File: config.mk
export PLATFORM = sky130hd
export DESIGN_NAME = ssdd_top
export DESIGN_NICKNAME = d
export VERILOG_FILES = /design/src/ssdd_pkg.sv /design/src/ssdd_dec_if.sv /design/src/ssdd_font.sv /design/src/ssdd_top.sv
export VERILOG_INCLUDE_DIRS = /design/src
export SDC_FILE = /design/constraint.sdc
export NUM_CORES = 1
export LEC_CHECK = 0
export BUFFER_PORTS_ARGS = -buffer_cell sky130_fd_sc_hd__buf_2
export CAP_MARGIN = 5
export CORE_MARGIN = 3
export CORE_UTILIZATION = 54
export DETAILED_ROUTE_END_ITERATION = 8
export PLACE_DENSITY = 0.76
export SETUP_SLACK_MARGIN = 0.02
export SLEW_MARGIN = 25
export SYNTH_ARGS = -nofsm -noshare
export SYNTH_HDL_FRONTEND = slang
export SYNTH_SLANG_ARGS = --single-unit
File: constraint.sdc
create_clock -name clk -period 2.8 [get_ports clk]
set_clock_uncertainty 0.1 [all_clocks]
set_input_delay 0.28 -clock clk [delete_from_list [all_inputs] [get_ports clk]]
set_output_delay 0.28 -clock clk [all_outputs]
set_load 0.1 [all_outputs]
File: src/ssdd_defs.svh
`ifndef SSDD_DEFS_SVH
`define SSDD_DEFS_SVH

// ****************************************************************
// register indices (byte address = 4 * index)
// ****************************************************************
`define SSDD_IDX_DECODE_SEL   6'h01
`define SSDD_IDX_CONTROL      6'h04
`define SSDD_IDX_STATUS       6'h05
`define SSDD_IDX_DIGIT_BASE   6'h20
`define SSDD_IDX_DIGIT_LAST   6'h27

// ****************************************************************
// reset values and control fields
// ****************************************************************
`define SSDD_RST_DECODE_SEL   8'h00
`define SSDD_RST_DIGIT        8'h00
`define SSDD_RST_CONTROL      3'h0
`define SSDD_CTRL_FAST_BIT    0
`define SSDD_CTRL_BLINK_BIT   1
`define SSDD_CTRL_SYNC_BIT    2

// ****************************************************************
// timing on the multiplex clock
// ****************************************************************
`define SSDD_OSC_HZ           4000000
`define SSDD_SLOT_US          200
`define SSDD_SLOW_MILLIHZ     500
`define SSDD_FAST_MILLIHZ     1000
`define SSDD_SLOT_TICKS       ((`SSDD_OSC_HZ / 1000000) * `SSDD_SLOT_US)
`define SSDD_SLOW_HALF_TICKS  ((64'd1000 * `SSDD_OSC_HZ) / (64'd2 * `SSDD_SLOW_MILLIHZ))
`define SSDD_FAST_HALF_TICKS  ((64'd1000 * `SSDD_OSC_HZ) / (64'd2 * `SSDD_FAST_MILLIHZ))

`endif

File: src/ssdd_pkg.sv
package ssdd_pkg;
	typedef logic [7:0] ssdd_byte_t;
	// {dp, a, b, c, d, e, f, g}
	typedef logic [7:0] ssdd_segs_t;
	typedef logic [2:0] ssdd_digit_idx_t;
endpackage : ssdd_pkg

File: src/ssdd_dec_if.sv
`timescale 1ns/1ps
interface ssdd_dec_if;
	logic                decode_en;
	ssdd_pkg::ssdd_byte_t data;
	ssdd_pkg::ssdd_segs_t segs;
	modport requester (output decode_en, output data, input segs);
	modport decoder   (input decode_en, input data, output segs);
endinterface : ssdd_dec_if

File: src/ssdd_font.sv
`timescale 1ns/1ps
module ssdd_font (
	// digit to translate
	ssdd_dec_if.decoder dec
);
	logic [6:0] font;

	always_comb begin
		case (dec.data[3:0])
			4'h0:    font = 7'h7e;
			4'h1:    font = 7'h30;
			4'h2:    font = 7'h6d;
			4'h3:    font = 7'h79;
			4'h4:    font = 7'h33;
			4'h5:    font = 7'h5b;
			4'h6:    font = 7'h5f;
			4'h7:    font = 7'h70;
			4'h8:    font = 7'h7f;
			4'h9:    font = 7'h7b;
			4'ha:    font = 7'h77;
			4'hb:    font = 7'h1f;
			4'hc:    font = 7'h4e;
			4'hd:    font = 7'h3d;
			4'he:    font = 7'h4f;
			4'hf:    font = 7'h47;
			default: font = 7'h00;
		endcase
	end

	// dp follows bit 7 in both modes
	assign dec.segs = dec.decode_en ? {dec.data[7], font}
	                                : dec.data;
endmodule : ssdd_font

File: src/ssdd_top.sv
`timescale 1ns/1ps
`include "ssdd_defs.svh"
// Behaviour
// - one decode-select bit per digit, set decodes
// - decode uses only data bits 3..0
// - hex font segment patterns for 0..F
// - decode mode: dp equals data bit 7
// - raw mode: bit7 dp, bits 6..0 a..g
// - sync-bit control write restarts digit scan
// - blink rates derived from multiplex clock
// - sync bit set: write end clears counters
module ssdd_top #(
	parameter int unsigned SLOT_TICKS = `SSDD_SLOT_TICKS,
	parameter longint unsigned SLOW_HALF = `SSDD_SLOW_HALF_TICKS,
	parameter longint unsigned FAST_HALF = `SSDD_FAST_HALF_TICKS
) (
	// clock, reset, enable
	input  wire logic        clk,
	input  wire logic        resetn,
	input  wire logic        ce,
	// wishbone slave
	input  wire logic        wb_cyc_i,
	input  wire logic        wb_stb_i,
	input  wire logic        wb_we_i,
	input  wire logic [7:0]  wb_adr_i,
	input  wire logic [3:0]  wb_sel_i,
	input  wire logic [31:0] wb_dat_i,
	output logic      [31:0] wb_dat_o,
	output logic             wb_ack_o,
	// multiplex clock pin
	input  wire logic        multiplex_clock_input,
	// display
	output logic      [7:0]  segment_out,
	output logic      [7:0]  digit_enable,
	output logic             blink_phase
);
	// ****************************************************************
	// register file
	// ****************************************************************
	ssdd_pkg::ssdd_byte_t decode_sel_q, decode_sel_d;
	ssdd_pkg::ssdd_byte_t digit_q [8];
	ssdd_pkg::ssdd_byte_t digit_d [8];
	logic [2:0]           ctrl_q, ctrl_d;
	logic                 ack_q, ack_d;
	logic [31:0]          rdata_q, rdata_d;
	logic                 wr_acc;
	logic                 resync;
	logic [5:0]           idx;
	logic                 byte0_we;

	assign idx      = wb_adr_i[7:2];
	assign wr_acc   = wb_cyc_i & wb_stb_i & wb_we_i & ~ack_q;
	assign byte0_we = wr_acc & wb_sel_i[0];
	// write ends with the ack: the counterpart of chip-select rising
	assign resync   = byte0_we & (
		((idx == `SSDD_IDX_CONTROL) & wb_dat_i[`SSDD_CTRL_SYNC_BIT]) |
		((idx != `SSDD_IDX_CONTROL) & ctrl_q[`SSDD_CTRL_SYNC_BIT]));

	// scan state, declared early for the status read
	ssdd_pkg::ssdd_digit_idx_t scan_q, scan_d;
	logic                      phase_q, phase_d;

	always_comb begin
		decode_sel_d = decode_sel_q;
		ctrl_d       = ctrl_q;
		digit_d      = digit_q;
		ack_d        = wb_cyc_i & wb_stb_i & ~ack_q;
		rdata_d      = 32'h0000_0000;
		if (byte0_we && idx == `SSDD_IDX_DECODE_SEL) begin
			decode_sel_d = wb_dat_i[7:0];
		end
		if (byte0_we && idx == `SSDD_IDX_CONTROL) begin
			ctrl_d = wb_dat_i[2:0];
		end
		if (byte0_we && idx >= `SSDD_IDX_DIGIT_BASE && idx <= `SSDD_IDX_DIGIT_LAST) begin
			digit_d[idx[2:0]] = wb_dat_i[7:0];
		end
		if (wb_cyc_i && wb_stb_i && !wb_we_i && !ack_q) begin
			if (idx == `SSDD_IDX_DECODE_SEL) begin
				rdata_d = {24'h00_0000, decode_sel_q};
			end else if (idx == `SSDD_IDX_CONTROL) begin
				rdata_d = {29'h0000_0000, ctrl_q};
			end else if (idx == `SSDD_IDX_STATUS) begin
				rdata_d = {28'h000_0000, phase_q, scan_q};
			end else if (idx >= `SSDD_IDX_DIGIT_BASE && idx <= `SSDD_IDX_DIGIT_LAST) begin
				rdata_d = {24'h00_0000, digit_q[idx[2:0]]};
			end
		end
	end

	always_ff @(posedge clk or negedge resetn) begin
		if (!resetn) begin
			decode_sel_q <= `SSDD_RST_DECODE_SEL;
			ctrl_q       <= `SSDD_RST_CONTROL;
			ack_q        <= 1'b0;
			rdata_q      <= 32'h0000_0000;
			for (int i = 0; i < 8; i++) begin
				digit_q[i] <= `SSDD_RST_DIGIT;
			end
		end else if (ce) begin
			decode_sel_q <= decode_sel_d;
			ctrl_q       <= ctrl_d;
			ack_q        <= ack_d;
			rdata_q      <= rdata_d;
			digit_q      <= digit_d;
		end
	end

	assign wb_ack_o = ack_q;
	assign wb_dat_o = rdata_q;

	// ****************************************************************
	// multiplex clock pin: three stages, counted when 2nd and 3rd agree
	// ****************************************************************
	logic [2:0] osc_sync_q;
	logic       osc_lvl_q, osc_lvl_d;
	logic       osc_tick;

	always_comb begin
		osc_lvl_d = osc_lvl_q;
		if (osc_sync_q[1] == osc_sync_q[2]) begin
			osc_lvl_d = osc_sync_q[2];
		end
	end
	assign osc_tick = osc_lvl_d & ~osc_lvl_q;

	always_ff @(posedge clk or negedge resetn) begin
		if (!resetn) begin
			osc_sync_q <= 3'h0;
			osc_lvl_q  <= 1'b0;
		end else if (ce) begin
			osc_sync_q <= {osc_sync_q[1:0], multiplex_clock_input};
			osc_lvl_q  <= osc_lvl_d;
		end
	end

	// ****************************************************************
	// scan and blink dividers on multiplex clock ticks
	// ****************************************************************
	logic [31:0] slot_q, slot_d;
	logic [63:0] blink_q, blink_d;
	logic [63:0] half;

	// rates scale with the pin clock, so a slower pin blinks slower
	assign half = ctrl_q[`SSDD_CTRL_FAST_BIT] ? FAST_HALF : SLOW_HALF;

	always_comb begin
		slot_d  = slot_q;
		scan_d  = scan_q;
		blink_d = blink_q;
		phase_d = phase_q;
		if (resync) begin
			slot_d  = 32'h0000_0000;
			scan_d  = 3'h0;
			blink_d = 64'h0;
			phase_d = 1'b0;
		end else if (osc_tick) begin
			if (slot_q >= SLOT_TICKS - 1) begin
				slot_d = 32'h0000_0000;
				scan_d = 3'(scan_q + 3'h1);
			end else begin
				slot_d = slot_q + 32'h1;
			end
			if (blink_q >= half - 64'h1) begin
				blink_d = 64'h0;
				phase_d = ~phase_q & ctrl_q[`SSDD_CTRL_BLINK_BIT];
			end else begin
				blink_d = blink_q + 64'h1;
			end
		end
	end

	always_ff @(posedge clk or negedge resetn) begin
		if (!resetn) begin
			slot_q  <= 32'h0000_0000;
			scan_q  <= 3'h0;
			blink_q <= 64'h0;
			phase_q <= 1'b0;
		end else if (ce) begin
			slot_q  <= slot_d;
			scan_q  <= scan_d;
			blink_q <= blink_d;
			phase_q <= phase_d;
		end
	end

	// ****************************************************************
	// per-digit decode of the scanned digit
	// ****************************************************************
	ssdd_dec_if dec_bus ();

	assign dec_bus.decode_en = decode_sel_q[scan_q];
	assign dec_bus.data      = digit_q[scan_q];

	ssdd_font u_font (
		.dec (dec_bus.decoder)
	);

	ssdd_pkg::ssdd_segs_t seg_q;
	logic [7:0]           dig_q;
	logic [7:0]           dig_d;

	always_comb begin
		dig_d = 8'h00;
		dig_d[scan_q] = 1'b1;
	end

	always_ff @(posedge clk or negedge resetn) begin
		if (!resetn) begin
			seg_q <= 8'h00;
			dig_q <= 8'h00;
		end else if (ce) begin
			seg_q <= dec_bus.segs;
			dig_q <= dig_d;
		end
	end

	assign segment_out  = seg_q;
	assign digit_enable = dig_q;
	assign blink_phase  = phase_q;
endmodule : ssdd_top

Yosys cells after proc, flatten, opt, wreduce, memory -nomap -nowiden
Memory sizes are Yosys's and may differ from the RTL's.
Index checks and enable logic that the tools add are counted.
{"block": "word_totals", "elab_cells": 109, "in_bits": 51, "output_inout_bits": 50, "ff_bits": 228, "n_memories": 1, "mem_bits_ro": 112}
{"memory": "(no name shown)", "depth": 16, "word_bits": 7, "rd": 1, "rd_clocked_by_memory_dff": 0, "wr": 0, "line_no": "ssdd_font.sv:9", "source": "case (dec.data[3:0])"}
{"block": "op_classes", "n_eq_ne": 5, "add_sub_neg": 4, "muxes": 33, "bitwise": 16, "n_lt_le_gt_ge": 9, "reduce_logical": 21}
{"cell": "$mux 64", "n": 3}
{"cell": "$mux 32", "n": 4}
{"cell": "$mux 8", "n": 9}
{"cell": "$add 64x1->64 const B", "n": 1}
{"cell": "$bwmux 64", "n": 1}
{"cell": "$ge 64x64->1", "n": 1}
{"cell": "$bmux 8 s3", "n": 2}
{"cell": "$add 32x1->32 const B", "n": 1}
{"cell": "$ge 32x10->1 const B", "n": 1}
{"cell": "$demux 8 s3", "n": 1}
{"cell": "$sub 22x1->23 const B", "n": 1}
{"cell": "$mux 22", "n": 1}
{"cell": "$eq 6x3->1 const B", "n": 2}
{"cell": "$and 1x1->1", "n": 10}
{"cell": "$logic_and 1x1->1", "n": 10}
{"cell": "$mux 3", "n": 3}
{"cell": "$ge 4x4->1 const B", "n": 2}
{"cell": "$not 3->4", "n": 2}
{"cell": "$reduce_and 2->1", "n": 4}
{"cell": "$mux 7", "n": 1}
{"cell": "$eq 6x1->1 const B", "n": 1}
{"cell": "$ge 6x6->1 const B", "n": 1}
{"cell": "$le 6x6->1 const B", "n": 1}
{"cell": "$mux 1", "n": 6}
{"cell": "other kinds (13)", "n": 19}

Longest topological paths before layout
Gate-level depths: netlist (run 1).
{"block": "logic_depth", "word_depth": 9, "mapped_depth": 10, "ltp_nobuf": 8}

Modules after synthesis
Synthesis (run 1) repeated with hierarchy kept, for this count alone.
{"block": "hier_totals", "cells_unflattened": 1031, "area_unflattened_um2": 11041.8}
{"mod": "ssdd_top", "cells_each": 983, "instances": 1, "area_per_inst_um2": 10694.0}
{"mod": "ssdd_font", "cells_each": 48, "instances": 1, "area_per_inst_um2": 347.8}

Worst setup path before layout (run 1)
OpenSTA, ideal clock, no wires.
{"block": "synth_timing", "kind": "reg2reg", "startpoint": "register ack_q (netlist: wb_ack_o)", "endpoint": "register slot_q[21]", "required_time_ns": 2.568, "t_arrival_ns": 2.689, "path_stages_with_launch": 10, "setup_slack_ns": -0.120, "path_buffers": 4, "path_cell_list": "dfrtp_1 > and4b_1 > and3_1 > clkbuf_1 > o21ai_1 > buf_2 > a22oi_1 > clkbuf_1 > clkbuf_1 > nor2_1"}
{"block": "synth_between", "elab_chain_cells": 6, "elab_cells_between_ends": 7, "classes_between": "mux: 1; bitwise: 4; reduce/logical: 2"}
{"item": "from (decl)", "line_no": "ssdd_top.sv:44", "source": "logic ack_q, ack_d;"}
{"item": "from (signal assigned)", "line_no": "ssdd_top.sv:103", "source": "ack_q <= ack_d;"}
{"item": "$not 1->1 (*)", "line_no": "ssdd_top.sv:52", "source": "assign wr_acc = wb_cyc_i & wb_stb_i & wb_we_i & ~ack_q;"}
{"item": "$and 1x1->1 (*)", "line_no": "ssdd_top.sv:52"}
{"item": "$and 1x1->1 (*)", "line_no": "ssdd_top.sv:53", "source": "assign byte0_we = wr_acc & wb_sel_i[0];"}
{"item": "$and 1x1->1 (*)", "line_no": "ssdd_top.sv:55", "source": "assign resync = byte0_we & ("}
{"item": "$reduce_bool 2->1 (no line)"}
{"item": "$reduce_and 2->1 (no line)"}
{"item": "to (signal assigned)", "line_no": "ssdd_top.sv:180", "source": "slot_q <= slot_d;"}
{"item": "to (decl)", "line_no": "ssdd_top.sv:140", "source": "logic [31:0] slot_q, slot_d;"}
Every way passes the cells marked *; elsewhere a longest branch is shown, timed or not.
A chain may end at the register's enable or synchronous reset.

Final worst setup path (run 1)
{"block": "layout_timing", "startpoint": "register blink_q[1]", "endpoint": "register blink_q[52]"}
{"block": "layout_between", "elab_chain_cells": 4, "elab_cells_between_ends": 5, "classes_between": "add/sub: 1; order compare: 1; mux: 3"}
{"item": "from (decl)", "line_no": "ssdd_top.sv:141", "source": "logic [63:0] blink_q, blink_d;"}
{"item": "from (signal assigned)", "line_no": "ssdd_top.sv:182", "source": "blink_q <= blink_d;"}
{"item": "$add 64x1->64 or $ge 64x64->1 (tied branches)", "line_no": "ssdd_top.sv:168, ssdd_top.sv:164"}
{"item": "$mux 64 (*)", "line_no": "ssdd_top.sv:164", "source": "if (blink_q >= half - 64'h1) begin"}
{"item": "$mux 64 (*)", "line_no": "ssdd_top.sv:157", "source": "end else if (osc_tick) begin"}
{"item": "$mux 64 (*)", "line_no": "ssdd_top.sv:152", "source": "if (resync) begin"}
Every way passes the cells marked *; elsewhere a longest branch is shown, timed or not. The select of a mux whose other input is x is not followed.

==> qor.csv, run 1 <==
stage;metric;value;unit
run_status;status;complete, no violations;
worst_setup_path;critical path cell sequence;ha_2 > nand3_1 > or4_4 > or4_4 > a211oi_1 > a31oi_1 > nor2_1;
worst_setup_path;Reg2Reg Depth;7;
clocking;CTS tree;built;
clocking;clk buf depth;3;
floorplan;Initial Util;55.4;%
clocking;Worst-path clk slew;0.06;ns
routing;via count;8389;
power;P_leak;5.88;nW
grt;gr ovfl total;0;
synthesis;Syn Area/Cell;11.0;um2
synthesis;Yosys reg bits;204;
worst_setup_path;CP bufs+invs;0;
hold_path;hold depth;3;
placed_design;port buffer count;47;
timing;Fin. Hold Viols;0;
floorplan;Die Span X;148;um
worst_setup_path;Crit path arrival time;2.99;ns
worst_setup_path;largest stage delay on the critical path;0.60;ns
synthesis;Synth cell types;77;
hold_path;hold path startpoint;wb_cyc_i;
placed_design;Area after DPL;11700;um2
floorplan;Die H;148;um
timing;Peak Freq;0.377;GHz
routing;Routed Antenna Nets;0;
timing;post-route setup slack;0.150;ns
power;PwrDens;688;nW/um2
clocking;clk root buf;clkbuf_16;
timing;Worst Tran Pin Value;0.707;ns
worst_setup_path;reg2reg start;blink_q[1];
floorplan;Cell Rows;51;
power;Gate power share;27.3;%
clocking;clk_lat worst skew;0.51;ns
final_layout;antenna cells;0;
floorplan;# IOs;101;
routing;Routed WL;25900;um
final_layout;synth-to-layout area growth;14.6;%
final_layout;sequential cell area;5110;um2
routing;WL/cell;19.2;um
timing;Max Slew Vio Count;0;
synthesis;proportion of synthesized chip area in sequential cells;46.8;%
synthesis;async set-reset flop share out of synthesis;100;%
placed_design;Final GP Congestion;0.901;
routing;via density per instance;6.21;
clocking;Post-CTS Setup Bufs;0;
hold_path;Worst Hold End;wb_ack_o;
power;Power Internal;5.54;mW
clocking;CTS Sinks;204;
worst_setup_path;CP delay by family, top;simple AND/OR/NAND/NOR gates;
worst_setup_path;most frequent CP cell;or4_4;
power;clock power share;33.5;%
hold_path;Hold Crit Class;in2reg;
power;register share of total power;39.2;%
timing;max_slew headroom;52.9;%
synthesis;Mapped Area;10900;um2
final_layout;multi-input combinational cell area;5490;um2
worst_setup_path;CP required;3.14;ns
job;max cap viols;0;
grt;pin count of the biggest net entering global routing;67;
power;total power;8.59;mW
power;Net Sw Power;3.05;mW
floorplan;core box area;19700;um2
final_layout;fraction of layout cells with a size suffix above 1;26.7;%
placed_design;setup slack at placement;-0.0821;ns
power;switching part of the total power;35.6;%
timing;Final setup viols;0;
timing;Tmin final;2.65;ns
routing;DRC;0;
worst_setup_path;Worst R2R End;blink_q[52];
synthesis;Synthesis Warnings;0;
worst_setup_path;critical path type;reg2reg;
routing;DR pass1 iterations;6;
clocking;CTS buffer count;23;
final_layout;Layout Nets;1140;
worst_setup_path;Crit. Startpoint;blink_q[1];
grt;Tot GR Track Use;23.4;%
timing;setup_tns;0;ns
floorplan;die area;21900;um2
routing;drt initial violations;654;
clocking;H-tree levels;1;
placed_design;HPWL Detailed;17900;um
worst_setup_path;slowest cell on the critical path;or4_4;
synthesis;Syn Inst Count;989;
worst_setup_path;CP Launch Type;register;
worst_setup_path;CP max FO;5;
grt;vias in the first global route;8188;
worst_setup_path;R2R setup slack;0.15;ns
synthesis;number of flops mapped to enable cells by yosys;0;
final_layout;Design Area, Final;12500;um2
final_layout;Fillers;1543;
timing;Tcrit/Tclk final;94.6;%
grt;initial antenna violation count;0;
power;Worst VDD drop;0.555;mV
grt;first-pass GRT wire length;42400;um
worst_setup_path;Crit. End Element;register;
synthesis;Synth Flop Type;dfrtp_1;
==> cell usage after synthesis, drive strengths merged (4+ instances only) <==
cell / n / area (um2)
nand2b: 8 / 50.1
a22o: 12 / 105
nor2b: 6 / 37.5
o22ai: 4 / 25.0
nand4: 20 / 131
mux4: 28 / 631
mux2: 89 / 1000
o2bb2ai: 10 / 87.6
inv: 20 / 75.1
dfrtp: 204 / 5100
nand2: 60 / 225
nor2: 85 / 322
mux2i: 14 / 140
and4: 8 / 70.1
buf: 36 / 236
o21ai: 38 / 190
a221o: 7 / 70.1
o311ai: 4 / 35.0
clkbuf: 37 / 139
ha: 17 / 213
nor4: 22 / 159
nand3b: 6 / 45.0
a21o: 6 / 45.0
a31oi: 25 / 156
a2111oi: 11 / 154
and2: 4 / 25.0
nand3: 46 / 243
a21oi: 22 / 110
o31ai: 6 / 45.0
and3: 35 / 219
nor3b: 7 / 57.6
or4: 5 / 45.0
a22oi: 7 / 52.6
a211oi: 11 / 92.6
nor3: 12 / 65.1
a41oi: 7 / 61.3
xnor2: 14 / 123
==> flip-flops by register name, summed over array words and instances, names as in the netlist, 3 cells and up <==
name and count:
slot_q 32, decode_sel_q 8, scan_q 3, digit_enable 8, segment_out 8, blink_q 64
digit_q 64, ctrl_q 3, wb_dat_o 8, osc_sync_q 3
==> power groups by stage <==
stage | Sequential [mW] | Combinational, mW | Clock (mW)
4_1_cts | 3.36 | 2.31 | 2.92
3_3_place_gp | 3.40 | 2.25 | 0
3_5_place_dp | 3.41 | 2.28 | 0
6_report | 3.36 | 2.35 | 2.88
5_1_grt | 3.39 | 2.51 | 3.03
2_1_floorplan | 3.86 | 1.20 | 0
==> routing by layer <==
metal | vias to the layer above | wire, um | track usage, %
li1 | 3874 | - | -
met1 | 4230 | 11700 | 33.8
met2 | 233 | 12200 | 37.4
met3 | 52 | 1340 | 3.41
met4 | 0 | 714 | 6.56
met5 | - | 0 | 0
==> layout make-up <==
type / count / share of cell area, %
multi-input combinational: 715 / 44.0
sequential: 204 / 40.9
timing repair buffer: 108 / 6.10
clock buffer: 36 / 5.56
tap: 265 / 2.66
inverter: 20 / 0.601
clock inverter: 3 / 0.170
==> worst max-delay path by stage <==
stage	endpoint	slack, ns	cells past startpoint
after CTS	blink_q[13]	0.05	8
after global routing	blink_q[33]	-0.01	8
after floorplan	slot_q[21]	0.08	9
after detailed placement	blink_q[9]	-0.08	8
after global placement	blink_q[12]	-0.03	8
final	blink_q[52]	0.15	7
==> placed cells by master (no fill, tap or decap), drive strengths merged, types with 24 or more instances in the layout <==
master and count:
nand3 46, nor2 85, and3 35, mux2 89, mux4 28, a31oi 25
conb 24, buf 103, dfrtp 204, nand2 60, o21ai 38, clkbuf 37
==> tightest hold or removal path: cells and delay by family <==
kind                   cells  cell delay [ns]
AO/OA/AOI/OAI              1             0.08
AND/OR/NAND/NOR            1             0.12
buffers and inverters      1             0.13
==> per-stage QoR <==
| stage | hold WS, ns | utilization, % | instances |
|---|---|---|---|
| final | 0.0409 | 63.5 | 1351 |
| after global routing | 0.0530 | 63.5 | 1351 |
| after CTS | 0.0160 | 63.3 | 1351 |
| after detailed placement | 0.224 | 59.4 | 1308 |
| after global placement | 0.218 | 59.4 | 1308 |
| after floorplan | -0.116 | - | 1012 |
==> cells by family after synthesis <==
family | after synthesis | synth area share [%]
AND/OR/NAND/NOR | 334 | 16.3
flip-flops | 204 | 46.8
AO/OA/AOI/OAI | 195 | 13.4
multiplexers | 131 | 16.3
buffers and inverters | 93 | 4.13
adder cells (fa/ha/maj) | 17 | 1.95
XOR/XNOR | 14 | 1.13
other | 1 | 0.0344
==> what timing repair did <==
action,CTS,global route
resized for setup,2,11
hold buffers,4,0
pin swaps,0,2
hold endpoints to repair,65,0
setup endpoints to repair,12,64
(Power assumes the default switching activity.)
==> run 2: changes to the inputs <==
Settings changed: SYNTH_HIERARCHICAL set to 1.
==> run 2 against run 1 <==
Effect of this change:
- routed wire length grew 3.8%
- clock-buffer cell count shrank 3
- final cell count grew 4.1%
- utilization grew 0.80 points
- worst hold slack gained 0.0078 ns
- clock power grew 8.7%
- global-route usage grew 0.89 points
- sequential share of layout area shrank 0.78 points
- design area grew 1.9%
- via count grew 1.7%
- critical path type unchanged
- largest power group unchanged
==> qor.csv, run 2 <==
stage;metric;value;unit
run_status;status;complete, no violations;
worst_setup_path;critical path cell sequence;inv_1 > ha_1 > and2_1 > a221o_1 > a2111oi_4 > nand3_1 > buf_4 > o2bb2a_1 > o41ai_1;
synthesis;largest area contributor in the netlist;dfrtp_1;
worst_setup_path;CP delay by family, top;compound AO/OA/AOI/OAI gates;
placed_design;Placed Instances;1358;
synthesis;count leader, synth;dfrtp_1;
clocking;clk buf depth;3;
power;Net Sw Power;2.45;mW
routing;drt initial violations;590;
timing;Tcrit/Tclk final;94.6;%
worst_setup_path;critical path type;reg2reg;
clocking;clk root buf;clkbuf_16;
timing;Fin. Hold Viols;0;
final_layout;Core Util, Final;64.3;%
synthesis;Synth area leaders;dfrtp_1 46%, mux2_2 11%, mux4_2 3.7%;
timing;RSZ-0062 raised after global routing;no;
routing;DR pass1 iterations;5;
grt;first-pass GRT wire length;44000;um
synthesis;number of flops mapped to enable cells by yosys;0;
grt;gr ovfl total;0;
routing;via count;8531;
clocking;clk_lat worst skew;0.50;ns
power;register share of total power;40.4;%
synthesis;Syn Area/Cell;10.7;um2
worst_setup_path;largest stage delay on the critical path;0.44;ns
clocking;CTS Sinks;204;
synthesis;post-synth top area share;46.2;%
final_layout;Design Area, Final;12700;um2
final_layout;synth-to-layout area growth;15.2;%
floorplan;Die H;149;um
synthesis;proportion of synthesized chip area in sequential cells;46.2;%
synthesis;async set-reset flop share out of synthesis;100;%
placed_design;port buffer count;47;
grt;Tot GR Track Use;24.3;%
placed_design;Area after DPL;11800;um2
placed_design;HPWL Detailed;18800;um
clocking;CTS tree;built;
clocking;CTS buffer count;23;
synthesis;Syn Inst Count;1031;
final_layout;commonest non-fill, non-tap cell in the layout;dfrtp_1;
floorplan;core box area;19800;um2
clocking;Worst-path clk slew;0.06;ns
worst_setup_path;CP max FO;8;
worst_setup_path;CP Launch Type;register;
worst_setup_path;CP required;3.10;ns
final_layout;fin cells;1406;
job;max cap viols;0;
synthesis;Synth cell types;72;
synthesis;Mapped Area;11000;um2
worst_setup_path;slowest cell on the critical path;dfrtp_2;
floorplan;Initial Util;55.8;%
final_layout;Largest regs;blink_q x64, digit_q x64, slot_q x32;
final_layout;Fillers;1552;
grt;GRT busiest layer;met2;
power;Gate power share;20.1;%
routing;WL/cell;19.1;um
timing;Min Hold Slack;0.0487;ns
hold_path;Hold Crit Class;in2reg;
worst_setup_path;Crit. End Element;register;
grt;vias in the first global route;8344;
synthesis;Synth Flop Type;dfrtp_1;
grt;M2 GR Usage;40.4;%
floorplan;# IOs;101;
timing;Max Slew Vio Count;0;
timing;post-route setup slack;0.152;ns
worst_setup_path;CP bufs+invs;2;
timing;Peak Freq;0.378;GHz
final_layout;most frequent cells in the layout;202 x dfrtp_1, 107 x mux2_2, 93 x nor2_1;
final_layout;antenna cells;0;
timing;max_slew headroom;52.5;%
routing;via density per instance;6.07;
power;total power;7.93;mW
timing;Worst Tran Pin Value;0.704;ns
power;Worst VDD drop;0.472;mV
routing;Routed Antenna Nets;0;
grt;initial antenna violation count;0;
worst_setup_path;Crit path arrival time;2.95;ns
timing;setup_tns;0;ns
placed_design;setup slack at placement;0.0364;ns
routing;DRC;0;
synthesis;most instantiated cells after synthesis;204 x dfrtp_1, 107 x mux2_2, 94 x nor2_1;
clocking;H-tree levels;1;
placed_design;Final GP Congestion;0.897;
power;Power Internal;5.48;mW
final_layout;fraction of layout cells with a size suffix above 1;27.8;%
timing;Final setup viols;0;
grt;pin count of the biggest net entering global routing;79;
power;switching part of the total power;30.9;%
routing;Routed WL;26900;um
timing;Tmin final;2.65;ns
floorplan;Cell Rows;51;
synthesis;Yosys reg bits;204;
final_layout;Layout Nets;1193;
power;PwrDens;623;nW/um2
synthesis;Synthesis Warnings;6;
floorplan;die area;22200;um2
grt;met1 Resource Use GR;34.2;%
power;P_leak;5.91;nW
grt;global routing usage on met3;3.01;%
power;clock power share;39.5;%
floorplan;Die Span X;149;um
run 2: cell types whose count changed in the layout (fill, tap and decap cells not counted), sizes merged, moves of 13 or more:
| cell | change |
|---|---|
| buf | +15 |
| nor3 | +20 |
| nand3 | -18 |
| and3 | -16 |
| o22ai | +13 |
| mux2 | +18 |
run 2: final cells by class:
| class | instances | area (um2) | share of cell area, % |
|---|---|---|---|
| multi-input combinational | 744 | 5500 | 43.3 |
| sequential | 204 | 5110 | 40.1 |
| timing repair buffer | 121 | 867 | 6.81 |
| clock buffer | 33 | 693 | 5.45 |
| tap | 265 | 332 | 2.61 |
| inverter | 31 | 116 | 0.915 |
| clock inverter | 8 | 104 | 0.816 |
run 2: worst paths after layout:
kind | from | to | slack (ns) | depth (start not counted)
min in group asynchronous | resetn | blink_q[59] | 0.26 | 2
hold reg to reg | segment_out[6] | segment_out[6] | 0.40 | 1
setup reg to reg | ctrl_q[0] | blink_q[16] | 0.15 | 9
hold / removal | wb_adr_i[6] | wb_dat_o[3] | 0.05 | 4
max in group asynchronous | resetn | digit_q[19] | 1.51 | 3
setup / recovery | ctrl_q[0] | blink_q[16] | 0.15 | 9
run 2: worst reg2reg max path, cell delays in order (launching register included):
cell and delay (ns):
dfrtp_2 0.44, inv_1 0.12, ha_1 0.25, and2_1 0.17
a221o_1 0.34, a2111oi_4 0.39, nand3_1 0.18, buf_4 0.20
o2bb2a_1 0.29, o41ai_1 0.06
run 2: cell families after synthesis:
family / Yosys count / synth area share [%]
muxes: 142 / 16.1
other: 1 / 0.0340
buffers and inverters: 106 / 4.97
AOI/OAI and AO/OA: 188 / 11.6
xor gates and xnor gates: 18 / 1.43
adders and majority gates: 17 / 1.93
DFF: 204 / 46.2
and+or+nand+nor: 355 / 17.7
run 2: power by group through the flow:
stage,registers (mW),logic (mW),clock network [mW]
2_1_floorplan,3.49,0.830,0
3_3_place_gp,3.25,1.51,0
3_5_place_dp,3.25,1.53,0
4_1_cts,3.20,1.54,3.19
5_1_grt,3.22,1.69,3.31
6_report,3.20,1.59,3.13
run 2: timing repair:
action                                 CTS  global route
setup buffers                            0             5
hold buffers                             2             0
setup endpoints to repair                0            25
resized for setup                        0             9
endpoints found under the hold margin   73             0
run 2: metal layers:
layer	vias up	routed length [um]
li1	3971	-
met1	4294	11700
met2	221	13300
met3	45	1290
met4	0	625
met5	-	0
